**src/logic/pcc_pkg.sv**
```systemverilog
// constants, types and field layouts shared by the parallel camera capture design
package pcc_pkg;

  // ==========================================================================
  // widths and depths
  localparam int PCC_LINES = 14;
  localparam int PCC_BYTE = 8;
  localparam int PCC_HALF = 16;
  localparam int PCC_WORD = 32;
  localparam int PCC_FIFO_DEPTH = 4;
  localparam int PCC_BUF_DEPTH = 2;

  // ==========================================================================
  // field positions and values
  localparam int PCC_W10_BITS = 10;
  localparam int PCC_W12_BITS = 12;
  localparam int PCC_W14_BITS = 14;
  localparam logic [1:0] PCC_LAST_BYTE_LANE = 2'h3;
  localparam logic [1:0] PCC_LAST_HALF_LANE = 2'h1;
  localparam logic [1:0] PCC_HDR_CODE = 2'h3;
  localparam logic [7:0] PCC_DELIM_FF = 8'hFF;
  localparam logic [7:0] PCC_DELIM_00 = 8'h00;

  // ==========================================================================
  // reset values
  localparam logic [31:0] PCC_WORD_RST = 32'h0000_0000;
  localparam logic [1:0] PCC_LANE_RST = 2'h0;
  localparam logic [1:0] PCC_HDR_RST = 2'h0;

  // ==========================================================================
  // timing: mclk period and least mclk to pixel clock ratio, in tenths
  localparam int PCC_MCLK_PERIOD_NS = 50;
  localparam int PCC_MIN_RATIO_X10 = 25;

  // ==========================================================================
  // types
  typedef enum logic [1:0] {PCC_W8, PCC_W10, PCC_W12, PCC_W14} pcc_width_t;

  typedef struct packed {
    logic [13:0] lines;
    logic line_sync;
    logic frame_sync;
    logic pclk;
  } pcc_pins_t;

  typedef struct packed {
    logic enable;
    pcc_width_t width;
    logic embedded;
    logic falling;
    logic line_pol;
    logic frame_pol;
  } pcc_cfg_t;

  typedef struct packed {
    logic [7:0] frame_start;
    logic [7:0] line_start;
    logic [7:0] line_end;
    logic [7:0] frame_end;
  } pcc_codes_t;

endpackage : pcc_pkg

```
**src/logic/pcc_capture.sv**
```systemverilog
// parallel camera capture: pin sampling, sync handling, packing, buffering, dma request
// Functional notes
// widths 8, 10, 12 or 14 lines; one sample per pixel clock
// 8-bit width reads only lines 7:0, upper six ignored
// 8-bit: first byte in bits 7:0, fourth in 31:24, word per four samples
// 10-bit sample in low ten bits of half-word, bits 15:10 zero
// 12-bit sample in low twelve bits of half-word, bits 15:12 zero
// 14-bit sample in low fourteen bits of half-word, bits 15:14 zero
// wide widths: earlier sample lower half, next upper, word per two samples
// packed words pass through a four-word fifo
// overrun or sync error flushes buffer and waits for next frame start
// each completed output word raises a dma request
// embedded sync uses eight lines and clock, ignores sync inputs
// every camera-side line is an input
// hardware sync drops samples while either sync is at its active level
// sample on the configured pixel clock edge
// system clock at least 2.5 times the pixel clock
// delimiters are FF 00 00 then event byte; data never 00 or FF
// camera pins cross into mclk through synchronisers before use
// reset or disable clears partial word, fifo and dma request
module pcc_capture
  import pcc_pkg::*;
(
  input wire logic mclk,
  input wire logic nrst,
  input wire logic camera_pixel_clock,
  input wire logic line_sync_in,
  input wire logic frame_sync_in,
  input wire logic [PCC_LINES-1:0] camera_pixel_lines,
  input wire pcc_cfg_t cfg,
  input wire pcc_codes_t codes,
  input wire logic dma_ack,
  output logic [PCC_WORD-1:0] captured_pixel_word,
  output logic dma_request,
  output logic capture_error,
  output logic frame_wait
);

  // ==========================================================================
  // half-word formatting for the wide widths
  function automatic logic [PCC_HALF-1:0] pcc_half(input pcc_width_t w,
                                                   input logic [PCC_LINES-1:0] d);
    logic [PCC_HALF-1:0] h;
    h = '0;
    unique case (w)
      PCC_W10: h[PCC_W10_BITS-1:0] = d[PCC_W10_BITS-1:0];
      PCC_W12: h[PCC_W12_BITS-1:0] = d[PCC_W12_BITS-1:0];
      PCC_W14: h[PCC_W14_BITS-1:0] = d[PCC_W14_BITS-1:0];
      PCC_W8: h[PCC_BYTE-1:0] = d[PCC_BYTE-1:0];
    endcase
    return h;
  endfunction : pcc_half

  // ==========================================================================
  // pin synchronisers
  pcc_pins_t pins_in;
  pcc_pins_t s1_reg;
  pcc_pins_t s1_next;
  pcc_pins_t s2_reg;
  pcc_pins_t s2_next;
  logic pclk_d_reg;
  logic pclk_d_next;


  assign pins_in = '{lines: camera_pixel_lines, line_sync: line_sync_in,
                     frame_sync: frame_sync_in, pclk: camera_pixel_clock};

  always_comb
  begin
    s1_next = pins_in;
    s2_next = s1_reg;
    pclk_d_next = s2_reg.pclk;
  end

  always_ff @(posedge mclk)
  begin
    if (!nrst)
    begin
      s1_reg <= '0;
      s2_reg <= '0;
      pclk_d_reg <= 1'b0;
    end
    else
    begin
      s1_reg <= s1_next;
      s2_reg <= s2_next;
      pclk_d_reg <= pclk_d_next;
    end
  end

  // data changes on the other edge, so s2 lines are settled at the chosen edge;
  // this only holds while mclk keeps the 2.5x margin over the pixel clock
  logic sample_tick;
  assign sample_tick = cfg.falling ? (pclk_d_reg && !s2_reg.pclk)
                                   : (!pclk_d_reg && s2_reg.pclk);

  // ==========================================================================
  // sync tracking and packing
  logic [1:0] hdr_reg;
  logic [1:0] hdr_next;
  logic in_frame_reg;
  logic in_frame_next;
  logic in_line_reg;
  logic in_line_next;
  logic wait_reg;
  logic wait_next;
  logic frame_act_d_reg;
  logic frame_act_d_next;
  logic [PCC_WORD-1:0] pack_reg;
  logic [PCC_WORD-1:0] pack_next;
  logic [1:0] lane_reg;
  logic [1:0] lane_next;
  logic push_reg;
  logic push_next;
  logic [PCC_WORD-1:0] push_data_reg;
  logic [PCC_WORD-1:0] push_data_next;
  logic flush_reg;
  logic flush_next;
  logic err_reg;
  logic err_next;
  logic fifo_in_ready;

  logic [PCC_BYTE-1:0] cur_byte;
  logic frame_act;
  logic line_act;
  logic valid;
  logic fstart;
  logic serr;
  logic complete;

  always_comb
  begin
    cur_byte = s2_reg.lines[PCC_BYTE-1:0];
    frame_act = (s2_reg.frame_sync == cfg.frame_pol);
    line_act = (s2_reg.line_sync == cfg.line_pol);
    valid = 1'b0;
    fstart = 1'b0;
    serr = 1'b0;
    complete = 1'b0;
    hdr_next = hdr_reg;
    in_frame_next = in_frame_reg;
    in_line_next = in_line_reg;
    wait_next = wait_reg;
    frame_act_d_next = frame_act_d_reg;
    pack_next = pack_reg;
    lane_next = lane_reg;
    push_next = 1'b0;
    push_data_next = push_data_reg;
    flush_next = 1'b0;
    err_next = 1'b0;
    if (!cfg.enable)
    begin
      hdr_next = PCC_HDR_RST;
      in_frame_next = 1'b0;
      in_line_next = 1'b0;
      wait_next = 1'b1;
      frame_act_d_next = 1'b0;
      pack_next = PCC_WORD_RST;
      lane_next = PCC_LANE_RST;
      flush_next = 1'b1;
    end
    else if (sample_tick)
    begin
      if (cfg.embedded)
      begin
        if (hdr_reg == PCC_HDR_CODE)
        begin
          hdr_next = PCC_HDR_RST;
          if (cur_byte == codes.frame_start)
          begin
            in_frame_next = 1'b1;
            in_line_next = 1'b0;
            fstart = 1'b1;
          end
          else if (cur_byte == codes.line_start)
            in_line_next = 1'b1;
          else if (cur_byte == codes.line_end)
            in_line_next = 1'b0;
          else if (cur_byte == codes.frame_end)
          begin
            in_frame_next = 1'b0;
            in_line_next = 1'b0;
          end
          else
            serr = 1'b1;
        end
        else if (cur_byte == PCC_DELIM_FF)
          hdr_next = 2'h1;
        else if (cur_byte == PCC_DELIM_00)
          hdr_next = (hdr_reg == PCC_HDR_RST) ? PCC_HDR_RST : 2'(hdr_reg + 1'b1);
        else
        begin
          hdr_next = PCC_HDR_RST;
          valid = in_frame_reg && in_line_reg;
        end
      end
      else
      begin
        valid = !frame_act && !line_act;
        fstart = frame_act_d_reg && !frame_act;
        frame_act_d_next = frame_act;
      end
      if (fstart && wait_reg)
      begin
        wait_next = 1'b0;
        pack_next = PCC_WORD_RST;
        lane_next = PCC_LANE_RST;
      end
      else if (valid && !wait_reg)
      begin
        if (cfg.width == PCC_W8)
        begin
          pack_next[lane_reg*PCC_BYTE +: PCC_BYTE] = cur_byte;
          complete = (lane_reg == PCC_LAST_BYTE_LANE);
        end
        else
        begin
          pack_next[lane_reg[0]*PCC_HALF +: PCC_HALF] = pcc_half(cfg.width, s2_reg.lines);
          complete = (lane_reg == PCC_LAST_HALF_LANE);
        end
        lane_next = complete ? PCC_LANE_RST : 2'(lane_reg + 1'b1);
      end
      if (complete)
      begin
        if (fifo_in_ready)
        begin
          push_next = 1'b1;
          push_data_next = pack_next;
        end
        else
          serr = 1'b1;
      end
      if (serr)
      begin
        wait_next = 1'b1;
        flush_next = 1'b1;
        err_next = 1'b1;
        pack_next = PCC_WORD_RST;
        lane_next = PCC_LANE_RST;
      end
    end
  end

  always_ff @(posedge mclk)
  begin
    if (!nrst)
    begin
      hdr_reg <= PCC_HDR_RST;
      in_frame_reg <= 1'b0;
      in_line_reg <= 1'b0;
      wait_reg <= 1'b1;
      frame_act_d_reg <= 1'b0;
      pack_reg <= PCC_WORD_RST;
      lane_reg <= PCC_LANE_RST;
      push_reg <= 1'b0;
      push_data_reg <= PCC_WORD_RST;
      flush_reg <= 1'b1;
      err_reg <= 1'b0;
    end
    else
    begin
      hdr_reg <= hdr_next;
      in_frame_reg <= in_frame_next;
      in_line_reg <= in_line_next;
      wait_reg <= wait_next;
      frame_act_d_reg <= frame_act_d_next;
      pack_reg <= pack_next;
      lane_reg <= lane_next;
      push_reg <= push_next;
      push_data_reg <= push_data_next;
      flush_reg <= flush_next;
      err_reg <= err_next;
    end
  end

  // ==========================================================================
  // fifo, two-entry buffer and output word register
  logic fifo_out_valid;
  logic [PCC_WORD-1:0] fifo_out_data;
  logic buf_in_ready;
  logic buf_out_valid;
  logic [PCC_WORD-1:0] buf_out_data;
  logic out_take;
  logic [PCC_WORD-1:0] word_reg;
  logic [PCC_WORD-1:0] word_next;
  logic req_reg;
  logic req_next;

  pcc_fifo #(.WIDTH(PCC_WORD), .DEPTH(PCC_FIFO_DEPTH)) u_fifo (
    .mclk(mclk),
    .nrst(nrst),
    .flush(flush_reg),
    .in_valid(push_reg),
    .in_ready(fifo_in_ready),
    .in_data(push_data_reg),
    .out_valid(fifo_out_valid),
    .out_ready(buf_in_ready),
    .out_data(fifo_out_data)
  );

  // the dma stalling here backs up through the buffer into the fifo
  pcc_fifo #(.WIDTH(PCC_WORD), .DEPTH(PCC_BUF_DEPTH)) u_buf (
    .mclk(mclk),
    .nrst(nrst),
    .flush(flush_reg),
    .in_valid(fifo_out_valid),
    .in_ready(buf_in_ready),
    .in_data(fifo_out_data),
    .out_valid(buf_out_valid),
    .out_ready(out_take),
    .out_data(buf_out_data)
  );

  always_comb
  begin
    out_take = buf_out_valid && (!req_reg || dma_ack) && !flush_reg;
    word_next = word_reg;
    req_next = req_reg;
    if (flush_reg)
      req_next = 1'b0;
    else if (out_take)
    begin
      word_next = buf_out_data;
      req_next = 1'b1;
    end
    else if (dma_ack)
      req_next = 1'b0;
  end

  always_ff @(posedge mclk)
  begin
    if (!nrst)
    begin
      word_reg <= PCC_WORD_RST;
      req_reg <= 1'b0;
    end
    else
    begin
      word_reg <= word_next;
      req_reg <= req_next;
    end
  end

  assign captured_pixel_word = word_reg;
  assign dma_request = req_reg;
  assign capture_error = err_reg;
  assign frame_wait = wait_reg;

endmodule : pcc_capture

```
**src/logic/pcc_fifo.sv**
```systemverilog
// small register-array fifo with valid/ready on both sides and a flush
module pcc_fifo
  import pcc_pkg::*;
#(
  parameter int WIDTH = PCC_WORD,
  parameter int DEPTH = PCC_FIFO_DEPTH
)
(
  input wire logic mclk,
  input wire logic nrst,
  input wire logic flush,
  input wire logic in_valid,
  output logic in_ready,
  input wire logic [WIDTH-1:0] in_data,
  output logic out_valid,
  input wire logic out_ready,
  output logic [WIDTH-1:0] out_data
);

  localparam int PW = (DEPTH > 1) ? $clog2(DEPTH) : 1;
  localparam int CW = $clog2(DEPTH + 1);
  localparam logic [CW-1:0] FULL = CW'(DEPTH);

  logic [WIDTH-1:0] mem_reg [DEPTH];
  logic [PW-1:0] wr_ptr_reg;
  logic [PW-1:0] wr_ptr_next;
  logic [PW-1:0] rd_ptr_reg;
  logic [PW-1:0] rd_ptr_next;
  logic [CW-1:0] count_reg;
  logic [CW-1:0] count_next;
  logic do_wr;
  logic do_rd;

  // ==========================================================================
  // pointers and fill count
  always_comb
  begin
    in_ready = (count_reg != FULL);
    out_valid = (count_reg != '0);
    out_data = mem_reg[rd_ptr_reg];
    do_wr = in_valid && in_ready;
    do_rd = out_valid && out_ready;
    wr_ptr_next = wr_ptr_reg;
    rd_ptr_next = rd_ptr_reg;
    count_next = count_reg;
    if (flush)
    begin
      wr_ptr_next = '0;
      rd_ptr_next = '0;
      count_next = '0;
    end
    else
    begin
      if (do_wr)
        wr_ptr_next = PW'(wr_ptr_reg + 1'b1);
      if (do_rd)
        rd_ptr_next = PW'(rd_ptr_reg + 1'b1);
      if (do_wr && !do_rd)
        count_next = CW'(count_reg + 1'b1);
      else if (do_rd && !do_wr)
        count_next = CW'(count_reg - 1'b1);
    end
  end

  always_ff @(posedge mclk)
  begin
    if (!nrst)
    begin
      wr_ptr_reg <= '0;
      rd_ptr_reg <= '0;
      count_reg <= '0;
    end
    else
    begin
      wr_ptr_reg <= wr_ptr_next;
      rd_ptr_reg <= rd_ptr_next;
      count_reg <= count_next;
    end
  end

  // ==========================================================================
  // storage, one entry per generate step
  for (genvar i = 0; i < DEPTH; i++)
  begin : g_entry
    logic [WIDTH-1:0] entry_next;
    always_comb
    begin
      entry_next = mem_reg[i];
      if (do_wr && !flush && (wr_ptr_reg == PW'(i)))
        entry_next = in_data;
    end
    always_ff @(posedge mclk)
    begin
      if (!nrst)
        mem_reg[i] <= '0;
      else
        mem_reg[i] <= entry_next;
    end
  end

endmodule : pcc_fifo

```
**config.mk**
```make
export PLATFORM = sky130hd
export DESIGN_NAME = pcc_capture
export DESIGN_NICKNAME = d
export VERILOG_FILES = /design/src/logic/pcc_pkg.sv /design/src/logic/pcc_capture.sv /design/src/logic/pcc_fifo.sv
export SDC_FILE = /design/constraint.sdc
export NUM_CORES = 1
export LEC_CHECK = 0
export ABC_AREA = 1
export BUFFER_PORTS_ARGS = -buffer_cell sky130_fd_sc_hd__buf_2
export CAP_MARGIN = 5
export CORE_UTILIZATION = 45
export CTS_BUF_LIST = sky130_fd_sc_hd__clkbuf_2 sky130_fd_sc_hd__clkbuf_4 sky130_fd_sc_hd__clkbuf_8
export DETAILED_ROUTE_END_ITERATION = 10
export PLACE_DENSITY = 0.7
export REMOVE_ABC_BUFFERS = 1
export SLEW_MARGIN = 10
export SYNTH_ARGS = -nofsm -noshare
export SYNTH_HDL_FRONTEND = slang
export SYNTH_HIERARCHICAL = 1
export SYNTH_SLANG_ARGS = --single-unit
```
**constraint.sdc**
```tcl
create_clock -name mclk -period 4.4 [get_ports mclk]
set_clock_uncertainty 0.15 [all_clocks]
set_input_delay 1.1 -clock mclk [delete_from_list [all_inputs] [get_ports mclk]]
set_output_delay 1.1 -clock mclk [all_outputs]
set_load 0.05 [all_outputs]
```
==> reports/metrics.yaml, run 1 <==
ys_top_cells_by_area: "edfxtp_1 (34%), dfxtp_1 (18%), nand2_1 (7.1%)"
drive_gt1_share_pct: 21.4
first_global_vias: 12400
globalplace.congestion: 0.853
finalHoldViolCount: 0
worst_slack_ns: 1.23
cp_top_family: "simple AND/OR/NAND/NOR gates"
path_clk_slew_ns: 0.06
h-tree-depth: 2
cts_hold_buf: 0
cap_violations: 0
synth_seq_cells: 349
synth_cells: 1939
worst_slew_margin_rel_pct: 30.1
initialDrtViolationCount: 917
worst-r2r-setup-slack_ns: 1.23
grt_max_degree: 69
cts_resized: 0
wire_per_inst_um: 15.0
syn_area_per_cell_sq_um: 8.84
synthArstFlopShare_pct: 0
cts_tree: "done"
worstPathRequired_ns: 4.75
vias: 12900
whs_ns: 0.257
place_ws_ns: 0.848
yosysSeqAreaShare_pct: 52.0
io_buffer_count: 93
min_to: "s2_reg[12]$_SDFF_PN0_"
post-cts-setup-buffers: 0
initial_utilization_pct: 45.6
path_max_fanout: 49
path_buf_inv: 1
die_w_um: 197
synth_top_cell_by_area: "edfxtp_1"
num_rows: 71
die-area_sq_um: 38900
synth_edf_count: 192
synth_warnings: 6
crit_chain: "nor2_1 > nand4_1 > nand3_1 > nand2_1 > nand2_4 > o211ai_1 > inv_1 > nand2_1 > a21oi_1"
fin_crit_ns: 3.17
r2r-end: "pack_reg[30]$_SDFFE_PN0P_"
ir_drop_v: 0.000206
largest_register_ff_count: 128
post-route-period-util_pct: 72.1
worstSetupEndpointType: "flop"
gr-usage-all-layers_pct: 20.0
grt_pass1_wl_um: 63000
clk_latency_ns: 0.62
synth_commonest_cells: "nand2_1 (324), nor2_1 (301), edfxtp_1 (192)"
fin_total_pwr_mw: 7.03
r2r_cells: 9
cts_buffers: 57
wirelength_um: 38400
core_sq_um: 37600
cp_slowest_cell: "dfxtp_1"
ys.flop_type: "edfxtp_1"
synth_cell_type_count: 40
detail_route.vias_per_cell: 5.06
timing.fmax_ghz: 0.315
finalInstanceArea_sq_um: 19100
worst_slew_pin_slew_ns: 1.05
nets: 2071
drc_errors: 0
io_pins: 94
cts_root_buffer: "clkbuf_8"
status: "completed"
max_stage_delay_ns: 0.73
insertedDiodeCount: 0
crit_arrival_ns: 3.53
areaGrowthSynthToFinish_pct: 11.7
min_from: "s1_reg[12]$_SDFF_PN0_"
p_leak_nw: 7.65
clk_path_buf_depth: 3
syn_area_sq_um: 17100
placed_area_sq_um: 17800
antenna_found_initial: 0
powerDensity_nw_per_um2: 367
yosysMostFrequentCell: "nand2_1"
layout.cells.non_filler: 2558
overflow: 0
hp-class: "flop to flop"
critPathKind: "flop to flop"
worstHoldPathCells: 2
dp_hpwl_um: 24100
rsz0062_at_grt: "no"
crit_top_cell: "nand2_1"
place_inst: 2450
synth_top_area_share_pct: 33.6
clock-sinks: 349
setup_viol: 0
maxSlewViolCount: 0
firstDrtPassIters: 5
cp-start-kind: "flop"
timing.rr.start: "cur_byte[4]$_SDFF_PN0_"
fp.dieH_um: 197
final_antenna_net_count: 0
==> cells in the final DEF, fill, tap and decap left out, types with 20 or more instances in the layout <==
master      n
clkbuf_4   28
nand3_1    86
dfxtp_1   157
nand2_1   320
o21ai_0   163
nor3_2    118
clkbuf_8   66
nor2_2     22
o21ai_1    20
buf_4      33
mux2_2     30
edfxtp_1  192
buf_2      92
a21oi_1    76
nor2_1    300
o22ai_1    32
inv_1     184
==> how the worst max path moves through the flow <==
stage                                                end              startpoint  cells past startpoint  slack [ns]
after floorplan                                     flop                    nrst                      4       -0.81
after global placement    push_data_reg[30]$_SDFFE_PN0P_                  cfg[2]                     10        1.00
after detailed placement  push_data_reg[30]$_SDFFE_PN0P_                  cfg[2]                     10        0.85
after CTS                 push_data_reg[30]$_SDFFE_PN0P_  cur_byte[2]$_SDFF_PN0_                     10        1.30
after global routing       push_data_reg[7]$_SDFFE_PN0P_  cur_byte[3]$_SDFF_PN0_                     10        0.92
final                          pack_reg[30]$_SDFFE_PN0P_  cur_byte[4]$_SDFF_PN0_                      9        1.23
==> worst min-delay path: stages (launching register included) <==
cell	delay (ns)
dfxtp_1	0.30
nand2_1	0.05
inv_1	0.04
==> layer usage <==
layer / vias up / GRT usage, % / share of wire [%]
met2: 345 / 33.6 / 47
li1: 6553 / - / -
met4: 0 / 6.20 / 1.9
met5: - / 0 / 0
met1: 5985 / 26.6 / 45
met3: 54 / 3.12 / 5.6
==> through the flow <==
step	TNS, ns	utilization [%]
CTS	0	50.9
detailed placement	0	47.3
global placement	0	47.3
floorplan	-77.86	-
global route	0	50.9
finish	0	50.9
==> where the power goes <==
group / total [mW] / switching (mW) / internal [mW]
clock network: 3.21 / 1.30 / 1.91
logic: 0.289 / 0.200 / 0.0896
registers: 3.53 / 0.0304 / 3.50
==> cell families after synthesis <==
family / count (synthesis) / share of synthesized area (%)
AOI/OAI and AO/OA: 315 / 9.81
xor gates and xnor gates: 9 / 0.460
muxes: 32 / 2.10
DFF: 349 / 52.0
and+or+nand+nor: 896 / 26.0
adders and majority gates: 14 / 1.07
buffers and inverters: 324 / 8.55
==> area by class of cell <==
| class | instances | area, sq um |
|---|---|---|
| flip-flops and latches | 349 | 8910 |
| inverters | 199 | 752 |
| clock buffers | 94 | 1120 |
| repair buffers | 125 | 708 |
| clock inverters | 14 | 226 |
| well taps | 511 | 639 |
| multi-input cells | 1266 | 6780 |
| fillers | 3528 | 18400 |
(Power assumes the default switching activity.)
==> run 2: changes to the inputs <==
PLACE_DENSITY = 0.72   (was 0.7)
clock period = 2.9 ns   (was 4.4 ns; I/O delays follow)
==> run 2 against run 1 <==
Die area did not move. First-iteration DRC count shrank 7.4%. Worst setup slack got worse by 0.90 ns. Final cell count up 0.59%. Largest cell class unchanged.
==> reports/metrics.yaml, run 2 (same netlist as run 1, synthesis figures left out) <==
status: "completed"
ir_drop_v: 0.000334  # +62%
nets: 2088  # +0.82%
fp.dieH_um: 197  # unchanged
use_met2_pct: 34.4  # +0.77 points
crit_chain: "inv_1 > ha_1 > clkinv_1 > nor2_1 > nand4_1 > nand2_1 > o21ai_0 > o21ai_1 > nand3_1 > a21oi_1"
clk_path_buf_depth: 3  # unchanged
grt_pass1_wl_um: 63700  # +1.1%
num_rows: 71  # unchanged
cts_hold_buf: 0  # unchanged
path_clk_slew_ns: 0.06  # about the same
cp-endpoint: "pack_reg[7]$_SDFFE_PN0P_"
powerDensity_nw_per_um2: 545  # +48%
hp-class: "input port to flop"
worst-r2r-setup-slack_ns: 0.33  # -0.90 ns
crit_arrival_ns: 2.98  # -0.55 ns
initial_utilization_pct: 45.6  # unchanged
drc_errors: 0  # unchanged
met1_usage_pct: 26.2  # -0.48 points
place_inst: 2466  # +0.65%
path_max_fanout: 13  # -73%
post-route-period-util_pct: 88.7  # +17 points
grt_max_degree: 65  # -5.8%
first_global_vias: 12600  # +1.2%
r2r_cells: 10  # +1
clk_latency_ns: 0.63  # about the same
die_w_um: 197  # unchanged
h-tree-depth: 2  # unchanged
worstPathRequired_ns: 3.31  # -1.44 ns
areaGrowthSynthToFinish_pct: 12.7
crit_start: "lane_reg[0]$_SDFFE_PN0P_"
critPathKind: "flop to flop"
cts_buffers: 58  # +1.8%
post-cts-setup-buffers: 0  # unchanged
rsz0062_at_grt: "no"
max_stage_delay_ns: 0.46  # -0.27 ns
use_met3_pct: 3.33  # +0.20 points
largest_register_ff_count: 128  # unchanged
gr-usage-all-layers_pct: 20.3  # +0.24 points
layout_common_cells: "nand2_1 (324), nor2_1 (300), edfxtp_1 (192)"
worst_slew_pin_slew_ns: 0.637  # -0.409 ns
cap_violations: 0  # unchanged
globalplace.congestion: 0.884  # +3.7%
worstSetupEndpointType: "flop"
insertedDiodeCount: 0  # unchanged
cts_resized: 0  # unchanged
dp_hpwl_um: 25100  # +4.4%
fin_crit_ns: 2.57  # -0.600 ns
setup_viol: 0  # unchanged
core_sq_um: 37600  # unchanged
clock-sinks: 349  # unchanged
final_antenna_net_count: 0  # unchanged
timing.fmax_ghz: 0.389  # +23%
io_pins: 94  # unchanged
firstDrtPassIters: 5  # unchanged
detail_route.vias_per_cell: 5.09  # +0.58%
r2r-end: "pack_reg[7]$_SDFFE_PN0P_"
cts_tree: "done"
finalInstanceArea_sq_um: 19300  # +0.88%
maxSlewViolCount: 0  # unchanged
wire_per_inst_um: 15.1  # +0.36%
cts_root_buffer: "clkbuf_8"
vias: 13100  # +1.2%
cp_slowest_cell: "nor2_1"
overflow: 0  # unchanged
worst_slew_margin_rel_pct: 57.5  # +27 points
timing.rr.start: "lane_reg[0]$_SDFFE_PN0P_"
io_buffer_count: 93  # unchanged
wirelength_um: 38700  # +0.95%
cp-start-kind: "flop"
finalHoldViolCount: 0  # unchanged
placed_area_sq_um: 18000  # +1.3%
layout.cells.non_filler: 2573  # +0.59%
drive_gt1_share_pct: 21.6  # +0.23 points
initialDrtViolationCount: 849  # -7.4%
antenna_found_initial: 0  # unchanged
final_common_cell: "nand2_1"
die-area_sq_um: 38900  # unchanged
p_leak_nw: 7.75  # +1.3%
top_usage_layer: "met2"
-- run 2: worst min-delay path by stage --
stage	to	start	cells past startpoint
6_report	s1_reg[1]$_SDFF_PN0_	frame_sync_in	3
3_3_place_gp	s2_reg[15]$_SDFF_PN0_	s1_reg[15]$_SDFF_PN0_	2
2_1_floorplan	cur_byte[0]$_SDFF_PN0_	s1_reg[3]$_SDFF_PN0_	2
5_1_grt	s1_reg[1]$_SDFF_PN0_	frame_sync_in	3
4_1_cts	s1_reg[14]$_SDFF_PN0_	camera_pixel_lines[11]	3
3_5_place_dp	cur_byte[6]$_SDFF_PN0_	s1_reg[9]$_SDFF_PN0_	2
-- run 2: routing by layer --
layer	vias to the layer above	wire length (um)
met1	6112	17300
met2	343	18700
li1	6589	-
met3	44	1970
met5	-	0
met4	0	720
-- run 2: power by group --
| part | switching, mW | internal, mW | total [mW] |
|---|---|---|---|
| sequential | 0.0413 | 5.31 | 5.35 |
| clock | 1.97 | 2.74 | 4.71 |
| combinational | 0.311 | 0.151 | 0.462 |
| total | 2.32 | 8.19 | 10.5 |
-- run 2: final cells by class --
| type | instances | area, sq um |
|---|---|---|
| Clock inverter | 11 | 113 |
| Clock buffer | 96 | 1180 |
| Multi-Input combinational cell | 1266 | 6770 |
| Timing Repair Buffer | 141 | 941 |
| Sequential cell | 349 | 8910 |
| Inverter | 199 | 752 |
| Tap cell | 511 | 639 |
| Fill cell | 3504 | 18300 |
-- run 2: through the flow --
stage               setup WS [ns]  setup TNS (ns)  total power [mW]  hold slack, ns  util [%]
global placement            0.331               0              5.90           0.243      47.9
finish                      0.328               0              10.5           0.122      51.4
global route                0.132               0              10.9          0.0883      51.4
CTS                         0.370               0              10.6          0.0646      51.4
detailed placement          0.249               0              5.92           0.246      47.9
floorplan                   -1.94         -332.33              5.70           0.240         -
-- run 2: critical path: cells and delay by family (launching register included) --
family	cells	cell delay, ns
and+or+nand+nor	4	0.81
buffers and inverters	2	0.56
AOI/OAI and AO/OA	3	0.42
DFF	1	0.32
adders and majority gates	1	0.23
==> run 3: changes to the inputs <==
REMOVE_ABC_BUFFERS = not set   (was 1)
==> run 3 against run 2 <==
Register-to-register slack worse by 0.05 ns. Sequential share of layout area is 0.26 points higher. First-iteration DRC count is 13% higher. Clock-buffer cell count is 16 lower. Non-clock buffer count is 3 lower. Sequential cell count stayed put. Routed wire length is 0.13% lower. Clock power is 4% lower. Largest power group unchanged. Largest cell class unchanged. Via count is 0.44% higher. Fmax is 2.0% lower. Global-route usage is 0.14 points higher.
==> reports/metrics.yaml, run 3 (same netlist as run 1, synthesis figures left out) <==
hp-class: "input port to flop"
overflow: 0  # unchanged
cp_top_family: "simple AND/OR/NAND/NOR gates"
worst_slew_margin_rel_pct: 58.0  # +0.48 points
nets: 2083  # -0.24%
grt_pass1_wl_um: 64200  # +0.90%
crit_chain: "inv_1 > ha_1 > clkinv_1 > nor2_1 > nand4_1 > nand2_1 > o21ai_0 > o21ai_1 > nand3_1 > a21oi_1"
cts_tree: "done"
timing.fmax_ghz: 0.381  # -2.0%
rsz0062_at_grt: "no"
die_w_um: 197  # unchanged
initialDrtViolationCount: 956  # +13%
num_rows: 71  # unchanged
fin_crit_ns: 2.62  # +0.0528 ns
p_leak_nw: 7.70  # -0.62%
fp.dieH_um: 197  # unchanged
clk_latency_ns: 0.65  # +0.02 ns
cp-start-kind: "flop"
antenna_found_initial: 0  # unchanged
cts_hold_buf: 0  # unchanged
cap_violations: 0  # unchanged
final_core_util_pct: 51.1  # -0.29 points
cts_buffers: 56  # -3.4%
detail_route.vias_per_cell: 5.12  # +0.68%
post-cts-setup-buffers: 0  # unchanged
critPathKind: "flop to flop"
r2r-end: "pack_reg[5]$_SDFFE_PN0P_"
globalplace.congestion: 0.866  # -2.0%
clk_path_buf_depth: 3  # unchanged
areaGrowthSynthToFinish_pct: 12.0
gr-usage-all-layers_pct: 20.4  # +0.14 points
layout_common_cells: "nand2_1 (324), nor2_1 (300), edfxtp_1 (192)"
drc_errors: 0  # unchanged
cp_slowest_cell: "nor2_1"
maxSlewViolCount: 0  # unchanged
h-tree-depth: 2  # unchanged
cp.depth: 10  # unchanged
insertedDiodeCount: 0  # unchanged
finalHoldViolCount: 0  # unchanged
finalSetupTns_ns: 0  # unchanged
worst_slack_ns: 0.275  # -0.0528 ns
vias: 13100  # +0.44%
n_fill_cell: 3438  # -1.9%
max_stage_delay_ns: 0.52  # +0.06 ns
firstDrtPassIters: 5  # unchanged
dp_hpwl_um: 24600  # -2.1%
drive_gt1_share_pct: 21.3  # -0.33 points
combPwrFrac_pct: 4.4  # about the same
fin_total_pwr_mw: 10.3  # -1.9%
grt_max_degree: 65  # unchanged
wire_per_inst_um: 15.1  # +0.11%
final_common_cell: "nand2_1"
die-area_sq_um: 38900  # unchanged
path_buf_inv: 2  # unchanged
crit_arrival_ns: 3.01  # +0.03 ns
core_sq_um: 37600  # unchanged
powerDensity_nw_per_um2: 538  # -1.3%
pwr-share-clk_pct: 43.8  # -1.0 points
power.share.sequential_pct: 51.8  # +0.9 points
r2r_cells: 10  # unchanged
crit_start: "lane_reg[0]$_SDFFE_PN0P_"
switching_share_pct: 22.7  # +0.66 points
cts_resized: 0  # unchanged
io_pins: 94  # unchanged
worstPathRequired_ns: 3.29  # -0.02 ns
timing.rr.start: "lane_reg[0]$_SDFFE_PN0P_"
status: "completed"
worst_slew_pin_slew_ns: 0.630  # -0.00722 ns
cp-endpoint: "pack_reg[5]$_SDFFE_PN0P_"
final_antenna_net_count: 0  # unchanged
whs_ns: 0.136  # +0.0144 ns
worstHoldPathCells: 3  # unchanged
synth_nets: 2012
p_sw_mw: 2.35  # +1.1%
io_buffer_count: 93  # unchanged
clock-sinks: 349  # unchanged
setup_viol: 0  # unchanged
cts_root_buffer: "clkbuf_8"
post-route-period-util_pct: 90.5  # +1.8 points
place_ws_ns: 0.233  # -0.0162 ns
intPower_mw: 7.97  # -2.7%
worstSetupEndpointType: "flop"
ir_drop_v: 0.000341  # +2.1%
path_clk_slew_ns: 0.06  # about the same
largest_register_ff_count: 128  # unchanged
worst-r2r-setup-slack_ns: 0.28  # -0.05 ns
wirelength_um: 38700  # -0.13%
first_global_vias: 12800  # +2.0%
path_max_fanout: 10  # -3
initial_utilization_pct: 45.6  # unchanged
-- run 3: changes by cell type in the layout (fill, tap and decap cells not counted), sizes merged --
cell / before / now
buf: 141 / 138
clkinvlp: 1 / 0
bufinv: 2 / 3
clkinv: 7 / 19
inv: 200 / 201
clkbuf: 96 / 80
-- run 3: worst reg2reg max path: stages (launching register included) --
cell	delay, ns
dfxtp_1	0.31
inv_1	0.29
ha_1	0.22
clkinv_1	0.22
nor2_1	0.52
nand4_1	0.18
nand2_1	0.09
o21ai_0	0.08
o21ai_1	0.25
nand3_1	0.12
a21oi_1	0.13
-- run 3: power groups by stage --
stage	combinational [mW]	sequential [mW]	clock (mW)
after global placement	0.444	5.45	0
after floorplan	0.308	5.43	0
final	0.455	5.35	4.52
after global routing	0.512	5.36	4.83
after detailed placement	0.454	5.45	0
after CTS	0.456	5.35	4.61
-- run 3: worst min path at each step --
| stage | startpoint | endpoint |
|---|---|---|
| after CTS | camera_pixel_lines[0] | s1_reg[3]$_SDFF_PN0_ |
| after global placement | s1_reg[2]$_SDFF_PN0_ | s2_reg[2]$_SDFF_PN0_ |
| after floorplan | s1_reg[3]$_SDFF_PN0_ | cur_byte[0]$_SDFF_PN0_ |
| after global routing | frame_sync_in | s1_reg[1]$_SDFF_PN0_ |
| after detailed placement | s1_reg[4]$_SDFF_PN0_ | cur_byte[1]$_SDFF_PN0_ |
| final | camera_pixel_lines[0] | s1_reg[3]$_SDFF_PN0_ |
-- run 3: layout make-up --
cell class | count | area [sq um] | share of cell area [%]
clock buffers | 80 | 1000 | 5.21
inverters | 199 | 752 | 3.92
well taps | 511 | 639 | 3.33
repair buffers | 138 | 906 | 4.72
clock inverters | 24 | 216 | 1.13
flip-flops and latches | 349 | 8910 | 46.4
multi-input cells | 1266 | 6770 | 35.3
-- run 3: through the flow --
step	cells	cell area, sq um
floorplan	1939	17100
global placement	2463	18000
detailed placement	2463	18000
CTS	2567	19200
global route	2567	19200
finish	2567	19200
-- run 3: layer usage --
metal  global-route usage (%)  vias to the layer above  routed length [um]
met5                        0                        -                   0
met4                     7.06                        0                 771
met3                     3.67                       61                2540
met2                     35.3                      438               18700
met1                     25.7                     6068               16700
li1                         -                     6579                   -
